### src/rtl/lscr_pkg.sv
// Purpose: constants for the link serializer configuration registers
// Assumes: byte-wide register port, 5-bit register index
// Notes: strap-derived defaults are assembled in the register module
package lscr_pkg;
	localparam logic [4:0] ADDR_LOCAL_ADDR_LOCK = 5'h00;
	localparam logic [4:0] ADDR_REMOTE_ADDR = 5'h01;
	localparam logic [4:0] ADDR_SPREAD_AUDIO_RATE = 5'h02;
	localparam logic [4:0] ADDR_SPREAD_CAL = 5'h03;
	localparam logic [4:0] ADDR_LOCK_LAST = 5'h1F;
	localparam int LOCK_BIT = 0;
	localparam logic [1:0] SPREAD_DEFAULT_HI = 2'h0;
	localparam logic [2:0] SPREAD_NONE = 3'h0;
	localparam logic [2:0] SPREAD_HALF = 3'h1;
	localparam logic [2:0] SPREAD_ONE_HALF = 3'h2;
	localparam logic [2:0] SPREAD_TWO = 3'h3;
	localparam logic [2:0] SPREAD_NONE_ALT = 3'h4;
	localparam logic [2:0] SPREAD_ONE = 3'h5;
	localparam logic [2:0] SPREAD_THREE = 3'h6;
	localparam logic [2:0] SPREAD_FOUR = 3'h7;
	// Spread depth in tenths of a percent
	localparam logic [5:0] DEPTH_0 = 6'h00;
	localparam logic [5:0] DEPTH_05 = 6'h05;
	localparam logic [5:0] DEPTH_10 = 6'h0A;
	localparam logic [5:0] DEPTH_15 = 6'h0F;
	localparam logic [5:0] DEPTH_20 = 6'h14;
	localparam logic [5:0] DEPTH_30 = 6'h1E;
	localparam logic [5:0] DEPTH_40 = 6'h28;
	localparam logic AUDIO_ON_RESET = 1'b1;
	localparam logic [1:0] RANGE_AUTO = 2'h3;
	localparam logic [1:0] RECAL_ONCE = 2'h0;
	localparam logic [1:0] RECAL_2MS = 2'h1;
	localparam logic [1:0] RECAL_16MS = 2'h2;
	localparam logic [1:0] RECAL_256MS = 2'h3;
	localparam logic [5:0] SAWTOOTH_AUTO = 6'h00;
	localparam logic [7:0] CAL_RESET = 8'h00;
	localparam logic [7:0] UNMAPPED_READ = 8'h00;
endpackage : lscr_pkg

### src/rtl/lscr_regs.sv
// Purpose: first four configuration registers of a video link serializer
// Assumes: control channel supplies a one-cycle write or read strobe
// Notes: straps are synchronised and caught on the third cycle after reset
//
// Behaviour
// - Own bus address in local_address_and_lock bits 7:1, strapped
// - Peer address in remote_address 7:1, bit0 zero
// - Write lock makes local_address_and_lock to 0x1F read-only
// - Decode three-bit spread select into depth
// - Spread select powers up 000 or 001
// - Audio channel enable bit, resets to one
// - Pixel clock range field, resets to auto
// - Serial rate range field, resets to auto
// - Recalibration interval after lock, resets once-only
// - Sawtooth divider zero means automatic calibration
`timescale 1ns/1ps
module lscr_regs (
	input wire logic i_core_clk,
	input wire logic i_reset,
	input wire logic [6:0] i_own_addr_strap,
	input wire logic [6:0] i_peer_addr_strap,
	input wire logic [1:0] i_config_strap_pins,
	input wire logic [4:0] i_reg_addr,
	input wire logic [7:0] i_reg_wdata,
	input wire logic i_reg_write,
	input wire logic i_reg_read,
	output logic [7:0] o_reg_rdata,
	output logic o_reg_rvalid,
	output logic [6:0] o_own_bus_address,
	output logic [6:0] o_peer_bus_address,
	output logic o_config_write_lock,
	output logic [5:0] o_spread_depth,
	output logic o_audio_channel_on,
	output logic [1:0] o_pixel_clock_range,
	output logic o_pixel_clock_auto,
	output logic [1:0] o_serial_rate_range,
	output logic o_serial_rate_auto,
	output logic [1:0] o_spread_recal_interval,
	output logic [5:0] o_sawtooth_divider,
	output logic o_sawtooth_auto
);
	typedef enum logic [1:0] {
		LSCR_ST_STRAP = 2'b01,
		LSCR_ST_RUN = 2'b10
	} lscr_state_t;

	lscr_state_t state_r;
	logic [6:0] own_s1_r, own_s2_r, peer_s1_r, peer_s2_r;
	logic [1:0] conf_s1_r, conf_s2_r;
	logic [7:0] reg0_r, reg1_r, reg2_r, reg3_r;
	logic wr_ok;
	logic [5:0] depth_nxt;

	// Straps are pins: two flops before use
	always_ff @(posedge i_core_clk) begin
		own_s1_r <= i_own_addr_strap;
		own_s2_r <= own_s1_r;
		peer_s1_r <= i_peer_addr_strap;
		peer_s2_r <= peer_s1_r;
		conf_s1_r <= i_config_strap_pins;
		conf_s2_r <= conf_s1_r;
	end

	// Two cycles for synchronisers to fill, then one strap load
	logic [1:0] strap_wait_r;
	always_ff @(posedge i_core_clk) begin
		if (i_reset) begin
			state_r <= LSCR_ST_STRAP;
			strap_wait_r <= 2'h0;
		end else begin
			case (state_r)
				LSCR_ST_STRAP: begin
					strap_wait_r <= strap_wait_r + 2'h1;
					if (strap_wait_r == 2'h2) begin
						state_r <= LSCR_ST_RUN;
					end
				end
				default: begin
					state_r <= LSCR_ST_RUN;
				end
			endcase
		end
	end

	logic strap_load;
	assign strap_load = (state_r == LSCR_ST_STRAP) && (strap_wait_r == 2'h2);

	localparam int LOCK_BIT_W = lscr_pkg::LOCK_BIT;

	// Writes only when running and outside the locked window
	assign wr_ok = i_reg_write && (state_r == LSCR_ST_RUN) &&
		!(reg0_r[LOCK_BIT_W] && i_reg_addr <= lscr_pkg::ADDR_LOCK_LAST);

	always_ff @(posedge i_core_clk) begin
		if (i_reset) begin
			reg0_r <= 8'h00;
			reg1_r <= 8'h00;
		end else if (strap_load) begin
			reg0_r <= {own_s2_r, 1'b0};
			reg1_r <= {peer_s2_r, 1'b0};
		end else if (wr_ok) begin
			if (i_reg_addr == lscr_pkg::ADDR_LOCAL_ADDR_LOCK) begin
				reg0_r <= i_reg_wdata;
			end else if (i_reg_addr == lscr_pkg::ADDR_REMOTE_ADDR) begin
				reg1_r <= {i_reg_wdata[7:1], 1'b0};
			end
		end
	end

	always_ff @(posedge i_core_clk) begin
		if (i_reset) begin
			reg2_r <= {lscr_pkg::SPREAD_NONE, lscr_pkg::AUDIO_ON_RESET,
				lscr_pkg::RANGE_AUTO, lscr_pkg::RANGE_AUTO};
			reg3_r <= lscr_pkg::CAL_RESET;
		end else if (strap_load) begin
			// Only strap 00 selects the half-percent spread
			reg2_r[7:5] <= (conf_s2_r == lscr_pkg::SPREAD_DEFAULT_HI) ?
				lscr_pkg::SPREAD_HALF : lscr_pkg::SPREAD_NONE;
		end else if (wr_ok) begin
			if (i_reg_addr == lscr_pkg::ADDR_SPREAD_AUDIO_RATE) begin
				reg2_r <= i_reg_wdata;
			end else if (i_reg_addr == lscr_pkg::ADDR_SPREAD_CAL) begin
				reg3_r <= i_reg_wdata;
			end
		end
	end

	// Reads always allowed, lock or not
	always_ff @(posedge i_core_clk) begin
		if (i_reset) begin
			o_reg_rdata <= 8'h00;
			o_reg_rvalid <= 1'b0;
		end else begin
			o_reg_rvalid <= i_reg_read;
			if (!i_reg_read) begin
				o_reg_rdata <= o_reg_rdata;
			end else if (i_reg_addr == lscr_pkg::ADDR_LOCAL_ADDR_LOCK) begin
				o_reg_rdata <= reg0_r;
			end else if (i_reg_addr == lscr_pkg::ADDR_REMOTE_ADDR) begin
				o_reg_rdata <= reg1_r;
			end else if (i_reg_addr == lscr_pkg::ADDR_SPREAD_AUDIO_RATE) begin
				o_reg_rdata <= reg2_r;
			end else if (i_reg_addr == lscr_pkg::ADDR_SPREAD_CAL) begin
				o_reg_rdata <= reg3_r;
			end else begin
				o_reg_rdata <= lscr_pkg::UNMAPPED_READ;
			end
		end
	end

	always_comb begin
		case (reg2_r[7:5])
			lscr_pkg::SPREAD_HALF: depth_nxt = lscr_pkg::DEPTH_05;
			lscr_pkg::SPREAD_ONE_HALF: depth_nxt = lscr_pkg::DEPTH_15;
			lscr_pkg::SPREAD_TWO: depth_nxt = lscr_pkg::DEPTH_20;
			lscr_pkg::SPREAD_ONE: depth_nxt = lscr_pkg::DEPTH_10;
			lscr_pkg::SPREAD_THREE: depth_nxt = lscr_pkg::DEPTH_30;
			lscr_pkg::SPREAD_FOUR: depth_nxt = lscr_pkg::DEPTH_40;
			default: depth_nxt = lscr_pkg::DEPTH_0;
		endcase
	end

	// Decoded controls registered so every output is a flop
	always_ff @(posedge i_core_clk) begin
		if (i_reset) begin
			o_own_bus_address <= 7'h00;
			o_peer_bus_address <= 7'h00;
			o_config_write_lock <= 1'b0;
			o_spread_depth <= lscr_pkg::DEPTH_0;
			o_audio_channel_on <= lscr_pkg::AUDIO_ON_RESET;
			o_pixel_clock_range <= lscr_pkg::RANGE_AUTO;
			o_pixel_clock_auto <= 1'b1;
			o_serial_rate_range <= lscr_pkg::RANGE_AUTO;
			o_serial_rate_auto <= 1'b1;
			o_spread_recal_interval <= lscr_pkg::RECAL_ONCE;
			o_sawtooth_divider <= lscr_pkg::SAWTOOTH_AUTO;
			o_sawtooth_auto <= 1'b1;
		end else begin
			o_own_bus_address <= reg0_r[7:1];
			o_peer_bus_address <= reg1_r[7:1];
			o_config_write_lock <= reg0_r[LOCK_BIT_W];
			o_spread_depth <= depth_nxt;
			o_audio_channel_on <= reg2_r[4];
			o_pixel_clock_range <= reg2_r[3:2];
			o_pixel_clock_auto <= reg2_r[3:2] == lscr_pkg::RANGE_AUTO;
			o_serial_rate_range <= reg2_r[1:0];
			o_serial_rate_auto <= reg2_r[1:0] == lscr_pkg::RANGE_AUTO;
			o_spread_recal_interval <= reg3_r[7:6];
			o_sawtooth_divider <= reg3_r[5:0];
			o_sawtooth_auto <= reg3_r[5:0] == lscr_pkg::SAWTOOTH_AUTO;
		end
	end

	AST_LOCKED_WRITE_HELD: assert property (@(posedge i_core_clk)
		disable iff (i_reset)
		(i_reg_write && reg0_r[0] && state_r == LSCR_ST_RUN)
		|=> $stable(reg0_r) && $stable(reg1_r) && $stable(reg2_r)
		&& $stable(reg3_r))
		else $error("locked write changed a register");
	AST_UNLOCKED_WRITE_LANDS: assert property (@(posedge i_core_clk)
		disable iff (i_reset)
		(i_reg_write && !reg0_r[0] && state_r == LSCR_ST_RUN
		&& i_reg_addr == 5'h03) |=> reg3_r == $past(i_reg_wdata))
		else $error("unlocked write lost");
	AST_PEER_BIT0_ZERO: assert property (@(posedge i_core_clk)
		disable iff (i_reset) reg1_r[0] == 1'b0)
		else $error("reserved bit set");
	AST_SPREAD_STRAP: assert property (@(posedge i_core_clk)
		disable iff (i_reset) strap_load |=> reg2_r[7:6] == 2'h0)
		else $error("spread strap default wrong");
	AST_OWN_STRAP: assert property (@(posedge i_core_clk)
		disable iff (i_reset) strap_load |=> reg0_r[7:1] == $past(own_s2_r))
		else $error("own address not strapped");
	AST_SPREAD_DECODE: assert property (@(posedge i_core_clk)
		disable iff (i_reset) (reg2_r[7:5] == 3'h7)[*2] |-> o_spread_depth == 6'h28)
		else $error("spread decode wrong");
	AST_AUDIO_FOLLOWS: assert property (@(posedge i_core_clk)
		disable iff (i_reset) ##1 o_audio_channel_on == $past(reg2_r[4]))
		else $error("audio enable not followed");
	AST_PIX_AUTO: assert property (@(posedge i_core_clk)
		disable iff (i_reset) ##1 o_pixel_clock_auto == ($past(reg2_r[3:2]) == 2'h3))
		else $error("pixel auto wrong");
	AST_SER_AUTO: assert property (@(posedge i_core_clk)
		disable iff (i_reset) ##1 o_serial_rate_auto == ($past(reg2_r[1:0]) == 2'h3))
		else $error("serial auto wrong");
	AST_RECAL: assert property (@(posedge i_core_clk)
		disable iff (i_reset) ##1 o_spread_recal_interval == $past(reg3_r[7:6]))
		else $error("recal interval wrong");
	AST_SAW_AUTO: assert property (@(posedge i_core_clk)
		disable iff (i_reset) ##1 o_sawtooth_auto == ($past(reg3_r[5:0]) == 6'h00))
		else $error("sawtooth auto wrong");
	COV_LOCK_SET: cover property (@(posedge i_core_clk) $rose(reg0_r[0]));
	COV_LOCKED_WRITE: cover property (@(posedge i_core_clk)
		i_reg_write && reg0_r[0]);
	COV_READ: cover property (@(posedge i_core_clk) o_reg_rvalid);
endmodule : lscr_regs

### config.mk
export PLATFORM = sky130hd
export DESIGN_NAME = lscr_regs
export DESIGN_NICKNAME = d
export VERILOG_FILES = /design/src/rtl/lscr_pkg.sv /design/src/rtl/lscr_regs.sv
export SDC_FILE = /design/constraint.sdc
export NUM_CORES = 1
export LEC_CHECK = 0
export ABC_AREA = 1
export BUFFER_PORTS_ARGS = -buffer_cell sky130_fd_sc_hd__buf_2
export CELL_PAD_IN_SITES_DETAIL_PLACEMENT = 1
export CELL_PAD_IN_SITES_GLOBAL_PLACEMENT = 2
export CORE_MARGIN = 5
export CORE_UTILIZATION = 30
export CTS_CLUSTER_DIAMETER = 50
export DETAILED_ROUTE_END_ITERATION = 7
export PLACE_DENSITY = 0.78
export SETUP_SLACK_MARGIN = 0.3
export SYNTH_ARGS = -nofsm -noshare
export SYNTH_HDL_FRONTEND = slang
export SYNTH_SLANG_ARGS = --single-unit
### constraint.sdc
create_clock -name i_core_clk -period 1.45 [get_ports i_core_clk]
set_input_delay 0.2175 -clock i_core_clk [delete_from_list [all_inputs] [get_ports i_core_clk]]
set_output_delay 0.2175 -clock i_core_clk [all_outputs]
set_load 0.02 [all_outputs]
# ---- Word-level counts from Yosys, hierarchy flattened
# Cells that the tools add are included.
# Widths: inputs -> output; s select.
dict set report op_classes {
  n_addsub 1
  n_lt_le_gt_ge 1
  n_eq_ne 16
  n_mux 18
  bitwise 2
  n_reduce_logical 19
}
# operator n
set ops {}
lappend ops {{$mux 8} 13}
lappend ops {{$pmux 6 s6} 1}
lappend ops {{$eq 5x2->1 const B} 2}
lappend ops {{$eq 3x3->1 const B} 3}
lappend ops {{$eq 2x2->1 const B} 4}
lappend ops {{$reduce_bool 2->1} 4}
lappend ops {{$eq 3x2->1 const B} 2}
lappend ops {{$logic_not 6->1} 1}
lappend ops {{$reduce_and 2->1} 3}
lappend ops {{$reduce_and 3->1} 2}
lappend ops {{$eq 5x1->1 const B} 1}
lappend ops {{$le 5x5->1 const B} 1}
lappend ops {{$logic_not 5->1} 1}
lappend ops {{$logic_and 1x1->1} 4}
lappend ops {{$mux 2} 2}
lappend ops {{$reduce_and 4->1} 1}
lappend ops {{$eq 3x1->1 const B} 1}
lappend ops {{$mux 3} 1}
lappend ops {{$add 2x1->2 const B} 1}
lappend ops {{$eq 2x1->1 const B} 1}
lappend ops {{$logic_not 2->1} 1}
lappend ops {{$ne 2x1->1 const B} 1}
lappend ops {{$ne 2x2->1 const B} 1}
lappend ops {{$not 1->1} 2}
lappend ops {{3 further kinds} 3}
dict set report word_totals {
  ff_bits 113
  inputBits 33
  out_inout_bits 46
  elab_cells 85
}

# ---- Depth between registers and ports, before layout
dict set report depth {
  ltp_word 6
  mapped_depth 8
  ltp_nobuf 8
}

# ---- Worst setup path before layout
# OpenSTA, ideal clock, no wires.
dict set report synth_timing {
  path_kind {register to register}
  from {reg state_r[0]}
  to {reg reg0_r[6]}
  setup_ns 0.132
  arrival_ns 1.185
  required_time_ns 1.318
  setup_slack_ns 0.132
  stages_incl_launch_ff 9
  n_path_buf 1
  period_less_slack_ns 1.318
  cell_sequence {dfxtp_1 -> inv_1 -> nor2_1 -> nand2_2 -> buf_2 -> nand2_1 -> inv_1 -> a21boi_0 -> a21oi_1}
}
dict set report synth_via {
  elab_chain_len 5
  word_cells_on_any_way 9
  cone_classes {eq/ne: 2; mux: 1; reduce/logical: 6}
}
# element line_no
set synth_lines {}
lappend synth_lines {{start, declared} lscr_regs.sv:47} ;# lscr_state_t state_r;
lappend synth_lines {{start signal, assigned} lscr_regs.sv:68} ;# state_r <= LSCR_ST_STRAP;
lappend synth_lines {{start signal, assigned} lscr_regs.sv:75} ;# state_r <= LSCR_ST_RUN;
lappend synth_lines {{start signal, assigned} lscr_regs.sv:79} ;# state_r <= LSCR_ST_RUN;
lappend synth_lines {{$eq 2x2->1} lscr_regs.sv:91} ;# assign wr_ok = i_reg_write && (state_r == LSCR_ST_RUN) &&
lappend synth_lines {{$logic_and 1x1->1 (2 in series)} lscr_regs.sv:91}
lappend synth_lines {{$reduce_bool 2->1 (no line)} -}
lappend synth_lines {{$reduce_and 2->1 (no line)} -}
lappend synth_lines {{end signal, assigned} lscr_regs.sv:99} ;# reg0_r <= {own_s2_r, 1'b0};
lappend synth_lines {{end signal, assigned} lscr_regs.sv:103} ;# reg0_r <= i_reg_wdata;
lappend synth_lines {{end, declared} lscr_regs.sv:50} ;# logic [7:0] reg0_r, reg1_r, reg2_r, reg3_r;
# Parallel ways exist; a longest one is shown, timed or not.
# A chain may end at the register's enable or synchronous reset.

# ---- Worst setup path in the final report
dict set report layout_timing {
  from {reg state_r[0]}
  to {reg reg2_r[7]}
}
dict set report layout_via {
  elab_chain_len 5
  word_cells_on_any_way 9
  cone_classes {eq/ne: 2; mux: 1; reduce/logical: 6}
}
# element line_no
set layout_lines {}
lappend layout_lines {{$eq 2x2->1} lscr_regs.sv:91}
lappend layout_lines {{$logic_and 1x1->1 (2 in series)} lscr_regs.sv:91}
lappend layout_lines {{$reduce_bool 2->1 (no line)} -}
lappend layout_lines {{$reduce_and 2->1 (no line)} -}
lappend layout_lines {{end signal, assigned} lscr_regs.sv:112} ;# reg2_r <= {lscr_pkg::SPREAD_NONE, lscr_pkg::AUDIO_ON_RESET,
lappend layout_lines {{end signal, assigned} lscr_regs.sv:117} ;# reg2_r[7:5] <= (conf_s2_r == lscr_pkg::SPREAD_DEFAULT_HI) ?
lappend layout_lines {{end signal, assigned} lscr_regs.sv:121} ;# reg2_r <= i_reg_wdata;
lappend layout_lines {{end, declared} lscr_regs.sv:50}
# Parallel ways exist; a longest one is shown, timed or not.

==> key figures <==
Run status
  – Status: finished clean

Synthesis
  – Syn Inst Count: 442
  – Seq/Total Area, Yosys: 59.89%
  – #FFs+latches synth: 113
  – Yosys top cell area share: 59.89%
  – Syn Area/Cell: 8.546 um2
  – Library cells used by synthesis: 27
  – Total nets after synthesis: 476
  – Area leader, netlist: dfxtp_1
  – EDFF count, synth: 0
  – Ys flop type: dfxtp_1
  – Ys async rst share: 0%
  – Synth warn: 0
  – Area contributors post-synth: dfxtp_1, nand2_1, nor2_1, inv_1, nand4_1
  – Mapped Area: 3777 um2

Detailed routing
  – DR WL/cell: 14.91 um
  – WL final: 11210 um
  – Met2 routed WL: 5557 um
  – Metal1 wirelength: 4938 um
  – Routed vias: 3298
  – Iteration-0 DRC Markers: 154
  – Detailed Routing Iterations Pass 1: 4
  – Vias per inst: 4.386
  – Routed Antenna Nets: 0
  – Top sig layer: met4
  – DR WL met3: 549 um
  – Post-detailed-route DRC marker count: 0

Global route
  – Initial antenna violation count: 0
  – Largest net degree at the start of global routing: 30
  – Vias in the first global route: 3568
  – Remaining global-route overflow: 0
  – First-pass GRT wire length: 17980 um
  – GRT Util Overall: 15.74%

Clock tree
  – Clk sinks: 113
  – Worst-skew pair later-pin latency: 0.41 ns
  – H-tree Lvls: 4
  – Clk buf depth: 2
  – Worst-path clk slew: 0.06 ns
  – CTS Buf Count: 17
  – TritonCTS clock tree: done
  – Clk root buf: clkbuf_16

STA
  – Hold violation count in the final report: 0
  – Post-route setup TNS: 0 ns
  – Clk_skew: 0.005712 ns
  – Max-slew violation count: 0
  – Tightest Pin Transition: 0.4134 ns
  – Fmax: 759.5 MHz
  – Fin crit share: 90.81%
  – RSZ-0062 raised after global routing: yes
  – Post-route minimum period: 1.317 ns
  – Relative slew slack: 72.15%
  – Final setup vio count: 0

Cells and area
  – N_diodes: 0
  – Nets: 601
  – Commonest non-fill, non-tap cell in the layout: dfxtp_1
  – Layout fillers: 1467
  – Layout cell share with drive strength beyond 1: 33.45%
  – Area Overhead vs Synth: 47.10%
  – Fin util: 44.57%
  – Most frequent cells in the layout: dfxtp_1, nand2_1, buf_2

Setup path
  – Startpoint Class: flop
  – Largest stage delay, worst path: 0.32 ns
  – Worst EP arrival: 1.65 ns
  – Worst-path fanout max: 6
  – Critical path buffer and inverter count: 3
  – Critical Path End Type: flop
  – Worst path top cell family by delay: buffers and inverters
  – Critical path class: reg -> reg
  – Req. time, crit path: 1.79 ns
  – Crit-path slowest cell: dfxtp_2
  – Most numerous cell on the critical path: buf_6
  – CP cell instances: inv_4, nand4_4, buf_6, nor2_4, buf_6, nand2_4, a21oi_2

Pwr
  – Power share of the clock group: 46.9%
  – Worst vdd ir: 0.5963 mV
  – Logic pwr share: 13.8%
  – Switching fraction of total power: 27.46%
  – Part of the power in registers: 39.3%
  – Int Power: 0.006325 W
  – Lkg Pwr: 2.518 nW
  – Psw: 0.002395 W
  – PD cells: 1569 nW/um2

Place
  – Port-buffer cells: 78
  – Gpl congestion: 0.8265
  – HPWL Detailed: 7908 um

Die
  – Chip Height: 122.2 um
  – Initial Util: 30.30%
  – Core ar.: 12470 um2
  – I/O Pins: 79
  – Die Wd: 122.2 um
  – Die area: 14940 um2
  – Row count: 41

Worst hold path
  – Worst hold path class: in -> reg

Job
  – Maxcap violations: 0
[tightest hold or removal path, delay by kind of cell]
family / cells / cell delay [ns]
AO/OA/AOI/OAI: 1 / 0.05
buffers and inverters: 1 / 0.14
AND/OR/NAND/NOR: 1 / 0.07
[power by group through the flow]
| stage | registers (W) | clock network [W] | logic [W] |
|---|---|---|---|
| 2_1_floorplan | 0.00351 | 0 | 0.000510 |
| 6_report | 0.00342 | 0.00409 | 0.00120 |
| 3_3_place_gp | 0.00347 | 0 | 0.000853 |
| 4_1_cts | 0.00342 | 0.00418 | 0.00109 |
| 3_5_place_dp | 0.00347 | 0 | 0.000882 |
| 5_1_grt | 0.00344 | 0.00434 | 0.00133 |
[registers in the layout, indices dropped and copies added, names as in the netlist, 6 cells and up]
name                count
o_sawtooth_divider      6
peer_s2_r               7
reg3_r                  8
o_reg_rdata             8
own_s2_r                7
reg0_r                  8
reg1_r                  7
o_own_bus_address       7
o_peer_bus_address      7
peer_s1_r               7
own_s1_r                7
o_spread_depth          6
reg2_r                  8
[worst paths after layout]
| check | start | to | slack [ns] | depth (start not counted) |
|---|---|---|---|---|
| setup / recovery | state_r[0]$_SDFFE_PP1P_ | reg2_r[7]$_SDFFE_PP0P_ | 0.13 | 7 |
| hold reg to reg | own_s1_r[6]$_DFF_P_ | own_s2_r[6]$_DFF_P_ | 0.32 | 0 |
| setup reg to reg | state_r[0]$_SDFFE_PP1P_ | reg2_r[7]$_SDFFE_PP0P_ | 0.13 | 7 |
| hold / removal | i_reg_wdata[0] | reg0_r[0]$_SDFFE_PP0P_ | 0.11 | 3 |
[layer usage]
metal | track usage, % | up-vias
met5 | 0 | -
met3 | 4.055 | 13
met2 | 26.97 | 76
met4 | 7.208 | 0
li1 | - | 1672
met1 | 18.45 | 1537
[layout make-up]
class	count	area, um2	area share (%)
clock buffers	17	425.4	7.656
clock inverters	15	158.9	2.860
flip-flops and latches	113	2268	40.82
inverters	55	221.5	3.986
multi-input cells	258	1416	25.49
well taps	172	215.2	3.873
repair buffers	122	850.8	15.31
[logic make-up after synthesis]
family / after synthesis / share of synthesized area, %
and+or+nand+nor: 199 / 23.55
adders and majority gates: 1 / 0.3312
DFF: 113 / 59.89
buffers and inverters: 72 / 7.552
AOI/OAI and AO/OA: 57 / 8.679
[synth_stat cells, types with 2 or more instances]
master	number
nor2_2	3
nor2_4	3
nand3_2	2
clkbuf_1	7
buf_2	6
o211ai_1	5
buf_1	3
a21boi_0	6
o21ai_0	17
nor2_1	66
a21oi_1	24
nand3_1	15
nand2_1	81
nand4_1	22
dfxtp_1	113
o21ai_1	2
nor3_1	5
inv_1	50
inv_2	4
[repair_timing]
action,CTS,global route
hold endpoints to repair,16,0
cloned,1,1
hold buffers,16,0
resized for setup,36,40
pin swaps,11,11
endpoints found under the setup margin,32,41
buffers inserted,7,6
[metrics by stage]
stage               setup WS (ns)  instances  instance area, um2  power [W]  hold slack [ns]
global placement          0.06953        689                4471   0.004321           0.3129
finish                     0.1333        752                5557   0.008720           0.1058
global route              0.03673        752                5557   0.009109           0.1066
CTS                        0.1645        745                5395   0.008690          0.09294
detailed placement        0.03623        689                4471   0.004353           0.3135
floorplan                  0.2715        442                3835   0.004017           0.2452
Power figures use the tool's default switching activity.
